## config.mk

```make
export PLATFORM = sky130hd
export DESIGN_NAME = cdi_device_flat
export DESIGN_NICKNAME = d
export VERILOG_FILES = /design/src/cdi_pkg.sv /design/src/cdi_link_if.sv /design/src/cdi_device.sv /design/src/flat_wrapper.sv
export SDC_FILE = /design/constraint.sdc
export NUM_CORES = 1
export LEC_CHECK = 0
export BUFFER_PORTS_ARGS = -buffer_cell sky130_fd_sc_hd__buf_2
export CORE_MARGIN = 8
export CORE_UTILIZATION = 54
export DETAILED_ROUTE_END_ITERATION = 10
export PLACE_DENSITY = 0.83
export SETUP_SLACK_MARGIN = 0.1
export SYNTH_ARGS = -nofsm -noshare
export SYNTH_HDL_FRONTEND = slang
export SYNTH_SLANG_ARGS = --single-unit
```

## constraint.sdc

```tcl
create_clock -name clock -period 3.95 [get_ports clock]
set_clock_uncertainty 0.05 [all_clocks]
set_input_delay 0.5925 -clock clock [delete_from_list [all_inputs] [get_ports clock]]
set_output_delay 0.5925 -clock clock [all_outputs]
set_load 0.02 [all_outputs]
```

## src/cdi_pkg.sv

```systemverilog
// Shared constants and types for the coherent DMA invalidate link
`default_nettype none
package cdi_pkg;
  // ****************************************************************
  // Address field layout
  // ****************************************************************
  localparam int AD_LO_POS   = 4;
  localparam int AD_HI_POS   = 12;
  localparam int WSEL_W      = 2;
  localparam int INV_ADDR_W  = AD_HI_POS - AD_LO_POS + 1 + WSEL_W;
  localparam int AD_W        = 32;
  localparam int MODE_BIT    = 5;
  localparam int MODE_W      = 6;
  // ****************************************************************
  // Reset values
  // ****************************************************************
  localparam logic [INV_ADDR_W-1:0] INV_ADDR_RST = 11'h000;
  localparam logic                  SNOOP_EN_RST = 1'b0;
  // Device arbitration states
  typedef enum logic [2:0] {
    CDI_IDLE, CDI_FINISH, CDI_DRAIN_RD, CDI_FLUSH_WR, CDI_GRANTED
  } cdi_arb_type;
  // Master states
  typedef enum logic [2:0] {
    CDI_M_IDLE, CDI_M_WAIT, CDI_M_ADDR, CDI_M_DATA, CDI_M_END, CDI_M_REL
  } cdi_mst_type;
endpackage
`default_nettype wire

```

## src/cdi_link_if.sv

```systemverilog
// Link between the processor bus interface and the external DMA master
`timescale 1ns/1ps
`default_nettype none
interface cdi_link_if;
  logic              bus_request;
  logic              coherent_request;
  logic              bus_grant;
  logic              address_latch_strobe;
  logic              write_strobe;
  logic              transfer_ack;
  logic              invalidate_request;
  logic [31:0]       muxed_addr_data;
  logic [1:0]        low_word_select;
  logic              cpu_drive_oe;
  modport device (
    input  bus_request, coherent_request, address_latch_strobe, write_strobe,
    input  transfer_ack, invalidate_request, muxed_addr_data, low_word_select,
    output bus_grant, cpu_drive_oe
  );
  modport master (
    output bus_request, coherent_request, address_latch_strobe, write_strobe,
    output muxed_addr_data, low_word_select,
    input  bus_grant, transfer_ack, invalidate_request, cpu_drive_oe
  );
endinterface
`default_nettype wire

```

## src/cdi_device.sv

```systemverilog
// Processor-side coherent DMA arbitration and invalidate logic
//
// Contract
// - master raises coherent request with bus request
// - finish bus cycle, then make memory current
// - drain read buffer into cache first
// - stall core, retire writes, no new reads
// - grant only when drained, current and stalled
// - master holds coherent request stable throughout
// - invalidate address from bits 12:4, 3:2
// - latch strobe plus write loads counter
// - memory raises invalidate with transfer ack
// - invalidate word at current counter value
// - every ack increments; invalidate uses old
// - burst: one address, one ack per word
// - one invalidate per cycle, two-cycle writes
// - master drops write strobe after each write; this master holds it across the burst and drops it after the last word
// - enable latched from mode pin 5 at reset
// - sample invalidate only under all four conditions
// - drop grant on falling edge after release
`timescale 1ns/1ps
`default_nettype none
module cdi_device
  import cdi_pkg::*;
(
  input  wire logic                  clock,
  input  wire logic                  rst_b,
  cdi_link_if.device                 link,
  input  wire logic [MODE_W-1:0]     mode_vector_pin,
  input  wire logic                  bus_cycle_busy,
  input  wire logic                  read_buffer_pending,
  input  wire logic                  write_pending,
  output logic                       read_buffer_drain,
  output logic                       core_stall,
  output logic                       cache_inv_valid,
  output logic [INV_ADDR_W-1:0]      cache_inv_addr,
  output logic                       snoop_invalidate_enable
);
  // ****************************************************************
  // Input synchronisers
  // ****************************************************************
  logic [5:0] sync1_q;
  logic [5:0] sync2_q;
  logic [AD_HI_POS-AD_LO_POS+WSEL_W:0] addr1_q;
  logic [AD_HI_POS-AD_LO_POS+WSEL_W:0] addr2_q;
  logic [MODE_W-1:0] mode1_q;
  logic [MODE_W-1:0] mode2_q;
  logic breq, creq, ale, wr, ack, ivd;

  // Two stages on every link pin before any logic looks at it
  always_ff @(posedge clock or negedge rst_b) begin
    if (!rst_b) begin
      sync1_q <= 6'h00;
      sync2_q <= 6'h00;
      addr1_q <= INV_ADDR_RST;
      addr2_q <= INV_ADDR_RST;
    end else begin
      sync1_q <= {link.bus_request, link.coherent_request, link.address_latch_strobe,
                  link.write_strobe, link.transfer_ack, link.invalidate_request};
      sync2_q <= sync1_q;
      addr1_q <= {link.muxed_addr_data[AD_HI_POS:AD_LO_POS], link.low_word_select};
      addr2_q <= addr1_q;
    end
  end

  // Mode pin stages carry no reset, so the level is through both when reset ends
  always_ff @(posedge clock) begin
    mode1_q <= mode_vector_pin;
    mode2_q <= mode1_q;
  end
  assign breq = sync2_q[5];
  assign creq = sync2_q[4];
  assign ale  = sync2_q[3];
  assign wr   = sync2_q[2];
  assign ack  = sync2_q[1];
  assign ivd  = sync2_q[0];

  // ****************************************************************
  // Mode capture after reset release
  // ****************************************************************
  logic mode_taken_q;

  // Captured on the first clock after release; pin low enables snooping
  always_ff @(posedge clock or negedge rst_b) begin
    if (!rst_b) begin
      mode_taken_q            <= 1'b0;
      snoop_invalidate_enable <= SNOOP_EN_RST;
    end else if (!mode_taken_q) begin
      mode_taken_q            <= 1'b1;
      snoop_invalidate_enable <= ~mode2_q[MODE_BIT];
    end
  end

  // ****************************************************************
  // Arbitration
  // ****************************************************************
  cdi_arb_type arb_q;
  logic        coh_q;

  // Coherent requests housekeep before grant; plain ones only wait
  always_ff @(posedge clock or negedge rst_b) begin
    if (!rst_b) begin
      arb_q <= CDI_IDLE;
      coh_q <= 1'b0;
    end else begin
      case (arb_q)
        CDI_IDLE: begin
          if (breq && mode_taken_q) begin
            coh_q <= creq && snoop_invalidate_enable;
            arb_q <= CDI_FINISH;
          end
        end
        CDI_FINISH: begin
          if (!breq) begin
            arb_q <= CDI_IDLE;
          end else if (!bus_cycle_busy) begin
            arb_q <= coh_q ? CDI_DRAIN_RD : CDI_GRANTED;
          end
        end
        CDI_DRAIN_RD: begin
          if (!read_buffer_pending) begin
            arb_q <= CDI_FLUSH_WR;
          end
        end
        CDI_FLUSH_WR: begin
          // Streaming may add writes; wait until none remain
          if (!write_pending && !read_buffer_pending) begin
            arb_q <= CDI_GRANTED;
          end
        end
        CDI_GRANTED: begin
          if (!breq) begin
            arb_q <= CDI_IDLE;
            coh_q <= 1'b0;
          end
        end
        default: arb_q <= CDI_IDLE;
      endcase
    end
  end

  // Drain and stall lines, registered
  always_ff @(posedge clock or negedge rst_b) begin
    if (!rst_b) begin
      read_buffer_drain <= 1'b0;
      core_stall        <= 1'b0;
    end else begin
      read_buffer_drain <= (arb_q == CDI_DRAIN_RD);
      core_stall        <= coh_q && (arb_q == CDI_FLUSH_WR || arb_q == CDI_GRANTED);
    end
  end

  // Grant rises on rising edge, drops on falling edge after release
  logic grant_rise_q;
  logic grant_fall_q;
  always_ff @(posedge clock or negedge rst_b) begin
    if (!rst_b) begin
      grant_rise_q <= 1'b0;
    end else begin
      grant_rise_q <= (arb_q == CDI_GRANTED) && breq;
    end
  end
  always_ff @(negedge clock or negedge rst_b) begin
    if (!rst_b) begin
      grant_fall_q <= 1'b0;
    end else begin
      grant_fall_q <= grant_rise_q;
    end
  end
  // Rises with the rising-edge flop, held until the falling-edge copy drops
  assign link.bus_grant    = grant_rise_q | grant_fall_q;
  assign link.cpu_drive_oe = ~(grant_rise_q | grant_fall_q);

  // ****************************************************************
  // Invalidate address counter
  // ****************************************************************
  logic active;
  logic [INV_ADDR_W-1:0] cnt_q;
  assign active = coh_q && (arb_q == CDI_GRANTED) && snoop_invalidate_enable;

  function automatic logic [INV_ADDR_W-1:0] next_word(input logic [INV_ADDR_W-1:0] a);
    next_word = a + 11'h001;
  endfunction

  // Load on strobe+write; each ack steps one word
  always_ff @(posedge clock or negedge rst_b) begin
    if (!rst_b) begin
      cnt_q <= INV_ADDR_RST;
    end else if (active && ale && wr) begin
      cnt_q <= addr2_q;
    end else if (active && wr && ack) begin
      cnt_q <= next_word(cnt_q);
    end
  end

  // Invalidate uses counter before the step, one per cycle
  always_ff @(posedge clock or negedge rst_b) begin
    if (!rst_b) begin
      cache_inv_valid <= 1'b0;
      cache_inv_addr  <= INV_ADDR_RST;
    end else begin
      cache_inv_valid <= active && wr && ack && ivd;
      cache_inv_addr  <= cnt_q;
    end
  end
endmodule
`default_nettype wire

```

## src/flat_wrapper.sv

```systemverilog
// flat-port wrapper written by rule: the top's interface ports become plain ports
module cdi_device_flat import cdi_pkg::*;
  (clock, rst_b, mode_vector_pin, bus_cycle_busy, read_buffer_pending, write_pending, read_buffer_drain, core_stall, cache_inv_valid, cache_inv_addr, snoop_invalidate_enable, link_bus_request, link_coherent_request, link_address_latch_strobe, link_write_strobe, link_transfer_ack, link_invalidate_request, link_muxed_addr_data, link_low_word_select, link_bus_grant, link_cpu_drive_oe);
  cdi_link_if link_i ();
  input  wire logic clock;
  input  wire logic rst_b;
  input  wire logic [MODE_W-1:0] mode_vector_pin;
  input  wire logic bus_cycle_busy;
  input  wire logic read_buffer_pending;
  input  wire logic write_pending;
  output logic read_buffer_drain;
  output logic core_stall;
  output logic cache_inv_valid;
  output logic [INV_ADDR_W-1:0] cache_inv_addr;
  output logic snoop_invalidate_enable;
  input wire logic [$bits(link_i.bus_request)-1:0] link_bus_request;
  input wire logic [$bits(link_i.coherent_request)-1:0] link_coherent_request;
  input wire logic [$bits(link_i.address_latch_strobe)-1:0] link_address_latch_strobe;
  input wire logic [$bits(link_i.write_strobe)-1:0] link_write_strobe;
  input wire logic [$bits(link_i.transfer_ack)-1:0] link_transfer_ack;
  input wire logic [$bits(link_i.invalidate_request)-1:0] link_invalidate_request;
  input wire logic [$bits(link_i.muxed_addr_data)-1:0] link_muxed_addr_data;
  input wire logic [$bits(link_i.low_word_select)-1:0] link_low_word_select;
  output wire logic [$bits(link_i.bus_grant)-1:0] link_bus_grant;
  output wire logic [$bits(link_i.cpu_drive_oe)-1:0] link_cpu_drive_oe;
  assign link_i.bus_request = link_bus_request;
  assign link_i.coherent_request = link_coherent_request;
  assign link_i.address_latch_strobe = link_address_latch_strobe;
  assign link_i.write_strobe = link_write_strobe;
  assign link_i.transfer_ack = link_transfer_ack;
  assign link_i.invalidate_request = link_invalidate_request;
  assign link_i.muxed_addr_data = link_muxed_addr_data;
  assign link_i.low_word_select = link_low_word_select;
  assign link_bus_grant = link_i.bus_grant;
  assign link_cpu_drive_oe = link_i.cpu_drive_oe;
  cdi_device u_core (.clock(clock), .rst_b(rst_b), .link(link_i), .mode_vector_pin(mode_vector_pin), .bus_cycle_busy(bus_cycle_busy), .read_buffer_pending(read_buffer_pending), .write_pending(write_pending), .read_buffer_drain(read_buffer_drain), .core_stall(core_stall), .cache_inv_valid(cache_inv_valid), .cache_inv_addr(cache_inv_addr), .snoop_invalidate_enable(snoop_invalidate_enable));
endmodule
```

# [Yosys cells after proc, flatten, opt, wreduce, memory -nomap -nowiden]
# Cells that the tools add are included.
[classes] add_sub_neg=1 n_eq_ne=9 mux=13 bitwise=3 n_reduce_logical=20
[op_table] op="$mux 11" count=2
[op_table] op="$mux 3" count=7
[op_table] op="$pmux 3 s5" count=1
[op_table] op="$logic_and 1x1->1" count=12
[op_table] op="$add 11x1->11 const B" count=1
[op_table] op="$eq 3x2->1 const B" count=2
[op_table] op="$reduce_and 5->1" count=1
[op_table] op="$ne 2x1->1 const B" count=2
[op_table] op="$ne 2x2->1 const B" count=2
[op_table] op="$reduce_bool 2->1" count=2
[op_table] op="$eq 3x1->1 const B" count=1
[op_table] op="$eq 3x3->1 const B" count=1
[op_table] op="$logic_not 3->1" count=1
[op_table] op="$ne 3x3->1 const B" count=1
[op_table] op="$reduce_and 3->1" count=1
[op_table] op="$logic_not 1->1" count=2
[op_table] op="$mux 1" count=2
[op_table] op="$not 1->1" count=2
[op_table] op="$pmux 1 s2" count=1
[op_table] op="$logic_or 1x1->1" count=1
[op_table] op="$or 1x1->1" count=1
[totals] register_bits=79 in_bits=51 output_inout_bits=17 word_cells=63

# [Depth between registers and ports, before layout]
# Gate-level depths: netlist (run 1).
[depth] ltp_word=7 mapped_depth=6 ltp_nobuf=5

==> summary.md, run 1 <==
| Metric | Value |
|---|---|
| H-tree levels | 3 |
| Compound-Gate Fraction of Synth Area | under 10% |
| DP Worst Slack | around 0.53 ns |
| Port Buf Inserts | 39 |
| Crit path required time | 3.31 ns |
| Final count of negative-setup-slack endpoints | 0 |
| Simple logic cell fraction of the synthesized area | about an eighth |
| Hold crit path type | reg -> reg |
| Ys flop type | dfrtp_1 |
| CP Max Fanout | 2 |
| Antenna violations before repair | 0 |
| Via-to-Cell Ratio | around 5.1 |
| Core box area | 0.00426 mm^2 |
| Synth Register Bits | 69 |
| Ant diodes | 0 |
| Relative slew slack | between 40% and 50% |
| Cell area after synthesis | about 0.0023 mm^2 |
| Die area | between 0.006 and 0.007 mm^2 |
| CTS root buf | clkbuf_8 |
| Layout Nets | approximately 270 |
| Routed wire length per instance | 13.4 um |
| Synth async-reset ratio | between 90 and 100% |
| Number of gates resized after CTS | 0 |
| Commonest non-fill, non-tap cell in the layout | dfrtp_1 |
| Status | finished, final reports clean |
| Total clock sinks | a little under 70 |
| Final setup margin | 0.200 ns |
| Setup TNS | 0 ns |
| Total setup buffers inserted after CTS | 0 |
| Largest net degree at the start of global routing | 67 |
| Area delta synth->final | 20.8% |
| CTS buffer count | 9 |
| Peak supply drop | 286 uV |
| Logic gate share of total power | between 10 and 15% |
| Commonest cells after routing, fill and taps aside | 66 x dfrtp_1, 39 x buf_2, 14 x nand2_1, 13 x clkbuf_8, 10 x o21ai_0 |
| Largest family of logic cells by synthesized area | simple AND/OR/NAND/NOR gates |
| RePlAce Congestion | between 0.7 and 0.8 |
| Global-route wire length before repair | around 6000 um |
| Routed Antenna Nets | 0 |
| Number of global-route vias before repair | ~1300 |
| CTS tree | built |
| Die width | between 80 and 90 um |
| Post-Syn Nets | approximately 220 |
| P_leak | between 1 and 1.5 nW |
| Layout cells sized above 1 | between 20 and 30% |
| Longest Clk Path Bufs | 2 |
| Post-Route WL | 3660 um |
| Post-DP HPWL | around 2500 um |
| RSZ-0062 raised after global routing | no |
| Mux share of post-synthesis cell area | under 10% |
| Hold_buf cts | 0 |
| Post-Synth XOR/XNOR Area | 1.87% |
| Cell row count | 24 |
| Sequential Power Share | approximately 49% |
| YS warnings | 0 |
| Final Hold Viols | 0 |
| Number of max-cap violations | 0 |
| Core Util, Final | 66.2% |
| Total gr overflow | 0 |
| Actual slew at the worst max-slew pin | about 0.75 ns |
| Pwr Total | ~1.8 mW |
| EDFF count, synth | 0 |
| Synth Area per Inst | approximately 14 um^2 |
| PwrDens | roughly 640 mW/mm^2 |
| 1st-iter DRT viols | between 150 and 200 |
| Synth Area in Adders | 0.535% |
| Slew Viols, Final | 0 |
| Via count | ~1400 |
| Switching share of power | a little over a quarter |
| Worst skew pair latency | between 0.3 and 0.4 ns |
| Starting density of the core | between 50 and 60% |
| Int Pwr | 1.34 mW |
| Clk network pwr share | between 30% and 40% |
| DRT Pass-1 Iters | 4 |
| CP Launch Type | flop |
| P_sw | between 0.4 and 0.5 mW |
| GR Util All Layers | about 12% |
| Syn Inst Count | between 150 and 200 |
| Ports | 68 |
| Crit path capture type | output port |
| Seq/Total Area, Yosys | around three quarters |
| Setup CP Type | reg -> out |
| CP Data Arrival Time | just over 3 ns |
| Distinct cells, synth | 37 |
| Residual DRC count | 0 |
| CTS clock-pin slew for the worst setup and hold paths | about 0.060 ns |
| Chip Height | 81.8 um |
## cells by family (layout without fill, tap and decap cells)
family / Yosys count / after routing
buf+inv: 11 / 62
other cells: 1 / 1
mux: 7 / 7
flops: 69 / 69
fa+ha+maj: 1 / 1
xor+xnor: 5 / 5
simple gates: 52 / 52
compound gates: 23 / 23
## state kept, by name, indices dropped and copies added (netlist names)
| name | count |
|---|---|
| u_core.grant_fall_q | 1 |
| u_core.sync1_q | 6 |
| u_core.read_buffer_drain | 1 |
| u_core.mode2_q | 1 |
| u_core.mode1_q | 1 |
| u_core.cache_inv_valid | 1 |
| u_core.addr2_q | 11 |
| u_core.coh_q | 1 |
| u_core.grant_rise_q | 1 |
| u_core.core_stall | 1 |
| u_core.mode_taken_q | 1 |
| u_core.sync2_q | 6 |
| u_core.cache_inv_addr | 11 |
| u_core.snoop_invalidate_enable | 1 |
| u_core.addr1_q | 11 |
| u_core.cnt_q | 11 |
| u_core.arb_q | 3 |
## critical path, stage by stage, from the launching register on
cell and delay (ns):
dfrtn_1 0.31, or2_2 0.29, inv_1 0.05, buf_2 0.15
## metrics by stage
stage / std cells / hold WS (ns) / instance area (um^2)
floorplan: 169 / 0.247 / 2340
global placement: 256 / 0.261 / 2580
detailed placement: 256 / 0.262 / 2580
CTS: 272 / 0.278 / 2820
global route: 272 / 0.285 / 2820
finish: 272 / 0.277 / 2820
## Yosys cell counts, types with 2 or more instances
master	number	area [um^2]
dfrtp_1	66	1650
nand2_1	14	52.6
o21ai_0	10	50.1
nor2_1	8	30.0
and3_1	6	37.5
inv_1	6	22.5
mux2i_1	6	60.1
nand4_1	5	31.3
xor2_1	5	43.8
a31oi_1	4	25.0
nand3_1	4	20.0
a21oi_1	3	15.0
and2_1	3	18.8
or3_1	3	18.8
and4_1	2	17.5
buf_2	2	10.0
dfxtp_1	2	40.0
## power groups by stage
stage	combinational, mW	clock, mW	sequential, mW
after floorplan	0.158	0	0.919
after global placement	0.259	0	0.900
after detailed placement	0.268	0	0.906
after CTS	0.269	0.672	0.892
after global routing	0.294	0.708	0.907
final	0.265	0.656	0.894
## worst paths after layout
path	cells after the start	slack (ns)	to	start
hold reg to reg	0	0.28	u_core.mode2_q[5]	u_core.mode1_q[5]
max in group asynchronous	1	1.86	u_core.grant_fall_q	rst_b
setup / recovery	3	0.20	link_cpu_drive_oe	u_core.grant_fall_q
min in group asynchronous	2	0.41	u_core.cache_inv_addr[8]	rst_b
setup reg to reg	0	1.39	u_core.grant_fall_q	u_core.grant_rise_q
hold / removal	0	0.28	u_core.mode2_q[5]	u_core.mode1_q[5]
## cell type report
type	instances	area (um^2)
flip-flops and latches	69	1720
repair buffers	40	203
well taps	52	65.1
multi-input cells	89	572
clock buffers	13	179
clock inverters	3	65.1
fillers	324	1440
inverters	6	22.5
## metal layers
metal / wire, um / track usage (%) / vias up
li1: - / - / 672
met1: 1580 / 14.7 / 646
met2: 1690 / 16.9 / 50
met3: 280 / 6.35 / 13
met4: 103 / 8.42 / 0
met5: 0 / 0 / -
Note: power is estimated with default switching activity, not from simulation.
==> run 2: changes to the inputs <==
--- a/config.mk
+++ b/config.mk
@@ -9,7 +9,7 @@
 export CORE_MARGIN = 8
 export CORE_UTILIZATION = 54
 export DETAILED_ROUTE_END_ITERATION = 10
-export PLACE_DENSITY = 0.83
+export PLACE_DENSITY_LB_ADDON = 0.3
 export SETUP_SLACK_MARGIN = 0.1
 export SYNTH_ARGS = -nofsm -noshare
 export SYNTH_HDL_FRONTEND = slang
==> summary.md, run 2 (synthesized netlist as in run 1, its figures left out) <==
| Metric | Value |
|---|---|
| Ports | 68 (unchanged) |
| Antenna violations before repair | 0 (unchanged) |
| Post-DP HPWL | 2630 um (was 2520 um) |
| Final count of negative-setup-slack endpoints | 0 (unchanged) |
| Hold crit path type | reg -> reg (unchanged) |
| CTS buffer count | 9 (unchanged) |
| Total gr overflow | 0 (unchanged) |
| Global-route wire length before repair | 6240 um (was 5960 um) |
| CTS tree | built (unchanged) |
| Crit path required time | 3.31 ns (about the same) |
| Die area | 0.00669 mm^2 (unchanged) |
| Number of global-route vias before repair | 1429 (was 1326) |
| Layout Nets | 267 (unchanged) |
| Relative slew slack | 49.0% (was 49.8%) |
| Status | finished, final reports clean (unchanged) |
| RePlAce Congestion | 0.839 (was 0.775) |
| Via-to-Cell Ratio | 5.17 (was 5.08) |
| Slew Viols, Final | 0 (unchanged) |
| Starting density of the core | 54.8% (unchanged) |
| Port Buf Inserts | 39 (unchanged) |
| CP Max Fanout | 2 (unchanged) |
| Setup TNS | 0 ns (unchanged) |
| Via count | 1407 (was 1381) |
| Worst skew pair latency | 0.33 ns (about the same) |
| Actual slew at the worst max-slew pin | 0.765 ns (was 0.753 ns) |
| Hold Slack | 0.299 ns (was 0.277 ns) |
| Area of the multi-input gates | 572 um^2 (unchanged) |
| Setup CP Type | reg -> out (unchanged) |
| GR Util All Layers | 12.8% (was 12.3%) |
| DRT Pass-1 Iters | 4 (unchanged) |
| Number of max-cap violations | 0 (unchanged) |
| 1st-iter DRT viols | 130 (was 159) |
| Die width | 81.8 um (unchanged) |
| Largest net degree at the start of global routing | 67 (unchanged) |
| Routed Antenna Nets | 0 (unchanged) |
| Core box area | 0.00426 mm^2 (unchanged) |
| Total setup buffers inserted after CTS | 0 (unchanged) |
| Register area | 0.00172 mm^2 (unchanged) |
| RSZ-0062 raised after global routing | no (unchanged) |
| DP Worst Slack | 0.525 ns (was 0.534 ns) |
| Hold_buf cts | 0 (unchanged) |
| Ant diodes | 0 (unchanged) |
| Commonest non-fill, non-tap cell in the layout | dfrtp_1 (unchanged) |
| Residual DRC count | 0 (unchanged) |
| Pwr Total | 1.78 mW (was 1.81 mW) |
| Number of gates resized after CTS | 0 (unchanged) |
| Crit path capture type | output port (unchanged) |
| Commonest cells after routing, fill and taps aside | 66 x dfrtp_1, 39 x buf_2, 14 x nand2_1, 10 x o21ai_0, 10 x clkbuf_8 (was 66 x dfrtp_1, 39 x buf_2, 14 x nand2_1, 13 x clkbuf_8, 10 x o21ai_0) |
| Fillcell total | 316 (was 324) |
| CP Data Arrival Time | 3.11 ns (about the same) |
| Final setup margin | 0.195 ns (was 0.200 ns) |
| CTS root buf | clkbuf_8 (unchanged) |
| PwrDens | 635 mW/mm^2 (was 643 mW/mm^2) |
| Post-Route WL | 3850 um (was 3660 um) |
| CTS clock-pin slew for the worst setup and hold paths | 0.07 ns (was 0.06 ns) |
| Core Util, Final | 65.7% (was 66.2%) |
| Final Hold Viols | 0 (unchanged) |
| Chip Height | 81.8 um (unchanged) |
| H-tree levels | 3 (unchanged) |
| CP Launch Type | flop (unchanged) |
| Layout cells sized above 1 | 27.3% (unchanged) |
| P_leak | 1.39 nW (was 1.40 nW) |
| Routed wire length per instance | 14.1 um (was 13.4 um) |
| Area delta synth->final | 19.9% (was 20.8%) |
| Peak supply drop | 267 uV (was 286 uV) |
| Total clock sinks | 69 (unchanged) |
| Longest Clk Path Bufs | 2 (unchanged) |
| Cell row count | 24 (unchanged) |
==> run 2: routing by layer <==
layer,vias to the layer above,GRT usage (%),share of wire [%]
met4,0,7.72,2.2
met2,38,20.4,50
met3,8,6.46,7.6
met1,687,13.3,40
li1,674,-,-
met5,-,0,0
==> run 2: final cells by class <==
type / count / area share [%]
Sequential cell: 69 / 61.3
Multi-Input combinational cell: 89 / 20.4
Timing Repair Buffer: 40 / 7.23
Clock buffer: 10 / 4.91
Clock inverter: 6 / 3.08
Tap cell: 52 / 2.32
Inverter: 6 / 0.804
==> run 2: final timing paths <==
| kind | slack (ns) | cells after the start | startpoint | endpoint |
|---|---|---|---|---|
| worst max-delay path | 0.19 | 3 | u_core.grant_fall_q | link_cpu_drive_oe |
| worst min-delay path | 0.30 | 0 | u_core.addr1_q[3] | u_core.addr2_q[3] |
| worst max register to register | 1.39 | 0 | u_core.grant_rise_q | u_core.grant_fall_q |
| worst min register to register | 0.30 | 0 | u_core.addr1_q[3] | u_core.addr2_q[3] |
| max in group asynchronous | 1.88 | 1 | rst_b | u_core.grant_fall_q |
| min in group asynchronous | 0.39 | 2 | rst_b | u_core.sync2_q[5] |
==> run 2: power breakdown <==
group | switching (mW) | internal [mW]
sequential | 0.0897 | 0.808
clock | 0.249 | 0.371
combinational | 0.157 | 0.107
==> run 2: per-stage QoR <==
stage	cell area, um^2	std cells
2_1_floorplan	2340	169
3_3_place_gp	2580	256
3_5_place_dp	2580	256
4_1_cts	2800	272
5_1_grt	2800	272
6_report	2800	272
==> run 2: critical path, stage by stage (launching register included) <==
cell,delay [ns]
dfrtn_1,0.32
or2_2,0.30
inv_1,0.05
buf_2,0.15
==> run 3: changes to the inputs <==
--- a/config.mk
+++ b/config.mk
@@ -5,9 +5,10 @@
 export SDC_FILE = /design/constraint.sdc
 export NUM_CORES = 1
 export LEC_CHECK = 0
+export ABC_AREA = 1
 export BUFFER_PORTS_ARGS = -buffer_cell sky130_fd_sc_hd__buf_2
 export CORE_MARGIN = 8
-export CORE_UTILIZATION = 54
+export CORE_UTILIZATION = 55
 export DETAILED_ROUTE_END_ITERATION = 10
 export PLACE_DENSITY_LB_ADDON = 0.3
 export SETUP_SLACK_MARGIN = 0.1
==> summary.md, run 3 <==
| Metric | Value |
|---|---|
| Cell row count | 24 (unchanged) |
| Hold crit path type | reg -> reg (unchanged) |
| Slew Viols, Final | 0 (unchanged) |
| Post-Route WL | 3930 um (was 3850 um) |
| H-tree levels | 3 (unchanged) |
| EDFF count, synth | 0 (unchanged) |
| Syn Inst Count | 235 (was 169) |
| Status | finished, final reports clean (unchanged) |
| CP Max Fanout | 2 (unchanged) |
| Die area | 0.00696 mm^2 (was 0.00669 mm^2) |
| Post-DP HPWL | 2610 um (was 2630 um) |
| Total clock sinks | 69 (unchanged) |
| Seq/Total Area, Yosys | 68.6% (was 73.4%) |
| CP Data Arrival Time | 2.94 ns (was 3.11 ns) |
| Chip Height | 83.4 um (was 81.8 um) |
| Top post-synthesis cells by area | dfrtp_1 66%, nand2_1 9.5%, nand3_1 4.6% (was dfrtp_1 71%, mux2i_1 2.6%, nand2_1 2.2%) |
| Number of max-cap violations | 0 (unchanged) |
| Synth Area per Inst | 10.6 um^2 (was 13.8 um^2) |
| Core box area | 0.00435 mm^2 (was 0.00426 mm^2) |
| Ports | 68 (unchanged) |
| CTS tree | built (unchanged) |
| Dpl cells | 323 (was 256) |
| Routed wire length per instance | 11.6 um (was 14.1 um) |
| Crit path required time | 3.31 ns (about the same) |
| Actual slew at the worst max-slew pin | 0.760 ns (was 0.765 ns) |
| Cell type with the highest aggregate area in the netlist | dfrtp_1 (unchanged) |
| P_leak | 1.55 nW (was 1.39 nW) |
| Final setup margin | 0.372 ns (was 0.195 ns) |
| Fin cells | 338 (was 272) |
| Number of global-route vias before repair | 1647 (was 1429) |
| DRT Pass-1 Iters | 4 (unchanged) |
| DP Worst Slack | 0.710 ns (was 0.525 ns) |
| Crit path capture type | output port (unchanged) |
| Largest net degree at the start of global routing | 67 (unchanged) |
| Synth Register Bits | 69 (unchanged) |
| Via-to-Cell Ratio | 4.74 (was 5.17) |
| Global-route wire length before repair | 6950 um (was 6240 um) |
| PwrDens | 517 mW/mm^2 (was 635 mW/mm^2) |
| Setup CP Type | reg -> out (unchanged) |
| Relative slew slack | 49.3% (was 49.0%) |
| Hold_buf cts | 0 (unchanged) |
| Post-Syn Nets | 287 (was 221) |
| Total setup buffers inserted after CTS | 0 (unchanged) |
| CTS buffer count | 9 (unchanged) |
| Worst skew pair latency | 0.34 ns (was 0.33 ns) |
| Synth async-reset ratio | 97.1% (unchanged) |
| Cell area after synthesis | 0.00250 mm^2 (was 0.00234 mm^2) |
| Port Buf Inserts | 39 (unchanged) |
| Final count of negative-setup-slack endpoints | 0 (unchanged) |
| Residual DRC count | 0 (unchanged) |
| Most frequent cell after synthesis | dfrtp_1 (unchanged) |
| Final Hold Viols | 0 (unchanged) |
| Synth top area share | 66.0% (was 70.7%) |
| Antenna violations before repair | 0 (unchanged) |
| Ant diodes | 0 (unchanged) |
| Layout cells sized above 1 | 22.7% (was 27.3%) |
| Layout Nets | 334 (was 267) |
| RePlAce Congestion | 0.865 (was 0.839) |
| GR Util All Layers | 12.5% (was 12.8%) |
| Via count | 1602 (was 1407) |
| Peak supply drop | 282 uV (was 267 uV) |
| YS warnings | 0 (unchanged) |
| Commonest cells after routing, fill and taps aside | 66 x dfrtp_1, 63 x nand2_1, 39 x buf_2, 25 x nor2_1, 23 x nand3_1 (was 66 x dfrtp_1, 39 x buf_2, 14 x nand2_1, 10 x o21ai_0, 10 x clkbuf_8) |
| RSZ-0062 raised after global routing | no (unchanged) |
| 1st-iter DRT viols | 151 (was 130) |
| CP Launch Type | flop (unchanged) |
| Area delta synth->final | 16.3% (was 19.9%) |
| Commonest non-fill, non-tap cell in the layout | dfrtp_1 (unchanged) |
| Post-synth top cells | 66 x dfrtp_1, 63 x nand2_1, 25 x nor2_1 (was 66 x dfrtp_1, 14 x nand2_1, 10 x o21ai_0) |
| Ys flop type | dfrtp_1 (unchanged) |
| Total gr overflow | 0 (unchanged) |
| Die width | 83.4 um (was 81.8 um) |
| Number of gates resized after CTS | 0 (unchanged) |
| Longest Clk Path Bufs | 2 (unchanged) |
| CTS clock-pin slew for the worst setup and hold paths | 0.06 ns (was 0.07 ns) |
| Starting density of the core | 57.4% (was 54.8%) |
| Setup TNS | 0 ns (unchanged) |
| Routed Antenna Nets | 0 (unchanged) |
| Distinct cells, synth | 25 (was 37) |
| CTS root buf | clkbuf_8 (unchanged) |
## run 3: cell types whose count changed after synthesis, moves of 4 or more
cell	before	now
and3_1	6	0
nand3_1	4	23
nand2_2	0	4
nand2_1	14	63
a31oi_1	4	0
inv_1	6	18
nor2_1	8	25
mux2i_1	6	0
xor2_1	5	0
## run 3: cells by family (layout without fill, tap and decap cells)
| family | count (synthesis) | after routing | share of synthesized area [%] |
|---|---|---|---|
| AOI/OAI and AO/OA | 13 | 13 | 3.30 |
| other | 1 | 1 | 0.150 |
| adders and majority gates | 1 | 1 | 0.500 |
| and+or+nand+nor | 125 | 125 | 22.2 |
| xor gates and xnor gates | 2 | 2 | 0.700 |
| buffers and inverters | 24 | 75 | 4.55 |
| DFF | 69 | 69 | 68.6 |
## run 3: worst max-delay path, stage by stage (launching register included)
cell and delay [ns]:
dfrtn_1 0.32, nor2_1 0.12, inv_1 0.04, buf_2 0.15
## run 3: path summary, 6_finish.rpt
check	startpoint	endpoint	slack [ns]	depth (start not counted)
max	u_core.grant_fall_q	link_bus_grant	0.37	3
min	u_core.mode1_q[5]	u_core.mode2_q[5]	0.28	0
max reg2reg	u_core.grant_rise_q	u_core.grant_fall_q	1.39	0
min reg2reg	u_core.mode1_q[5]	u_core.mode2_q[5]	0.28	0
max in group asynchronous	rst_b	u_core.grant_fall_q	1.85	1
min in group asynchronous	rst_b	u_core.sync2_q[5]	0.42	2
## run 3: layout make-up
| cell class | instances | area, um^2 |
|---|---|---|
| Sequential cell | 69 | 1720 |
| Fill cell | 320 | 1450 |
| Multi-Input combinational cell | 142 | 671 |
| Timing Repair Buffer | 40 | 203 |
| Clock buffer | 14 | 173 |
| Inverter | 20 | 75.1 |
| Tap cell | 52 | 65.1 |
| Clock inverter | 1 | 5.00 |
## run 3: metrics by stage
step                      hold slack, ns  total power [mW]  utilization [%]  cell area [um^2]
after global placement             0.261             0.999             62.7              2730
final                              0.277              1.50             66.8              2910
after global routing               0.290              1.58             66.8              2910
after CTS                          0.277              1.51             66.8              2910
after floorplan                    0.247             0.954                -              2500
after detailed placement           0.262              1.01             62.7              2730
## run 3: routing by layer
metal / global-route usage [%] / vias up / share of wire (%)
li1: - / 830 / -
met1: 14.8 / 703 / 46
met2: 17.8 / 57 / 44
met3: 4.39 / 12 / 6.9
met4: 10.2 / 0 / 3.1
met5: 0 / - / 0
## run 3: power breakdown
part | leakage, nW | internal, mW | switching (mW)
logic | 0.596 | 0.0707 | 0.134
registers | 0.866 | 0.754 | 0.0418
clock network | 0.0926 | 0.275 | 0.228
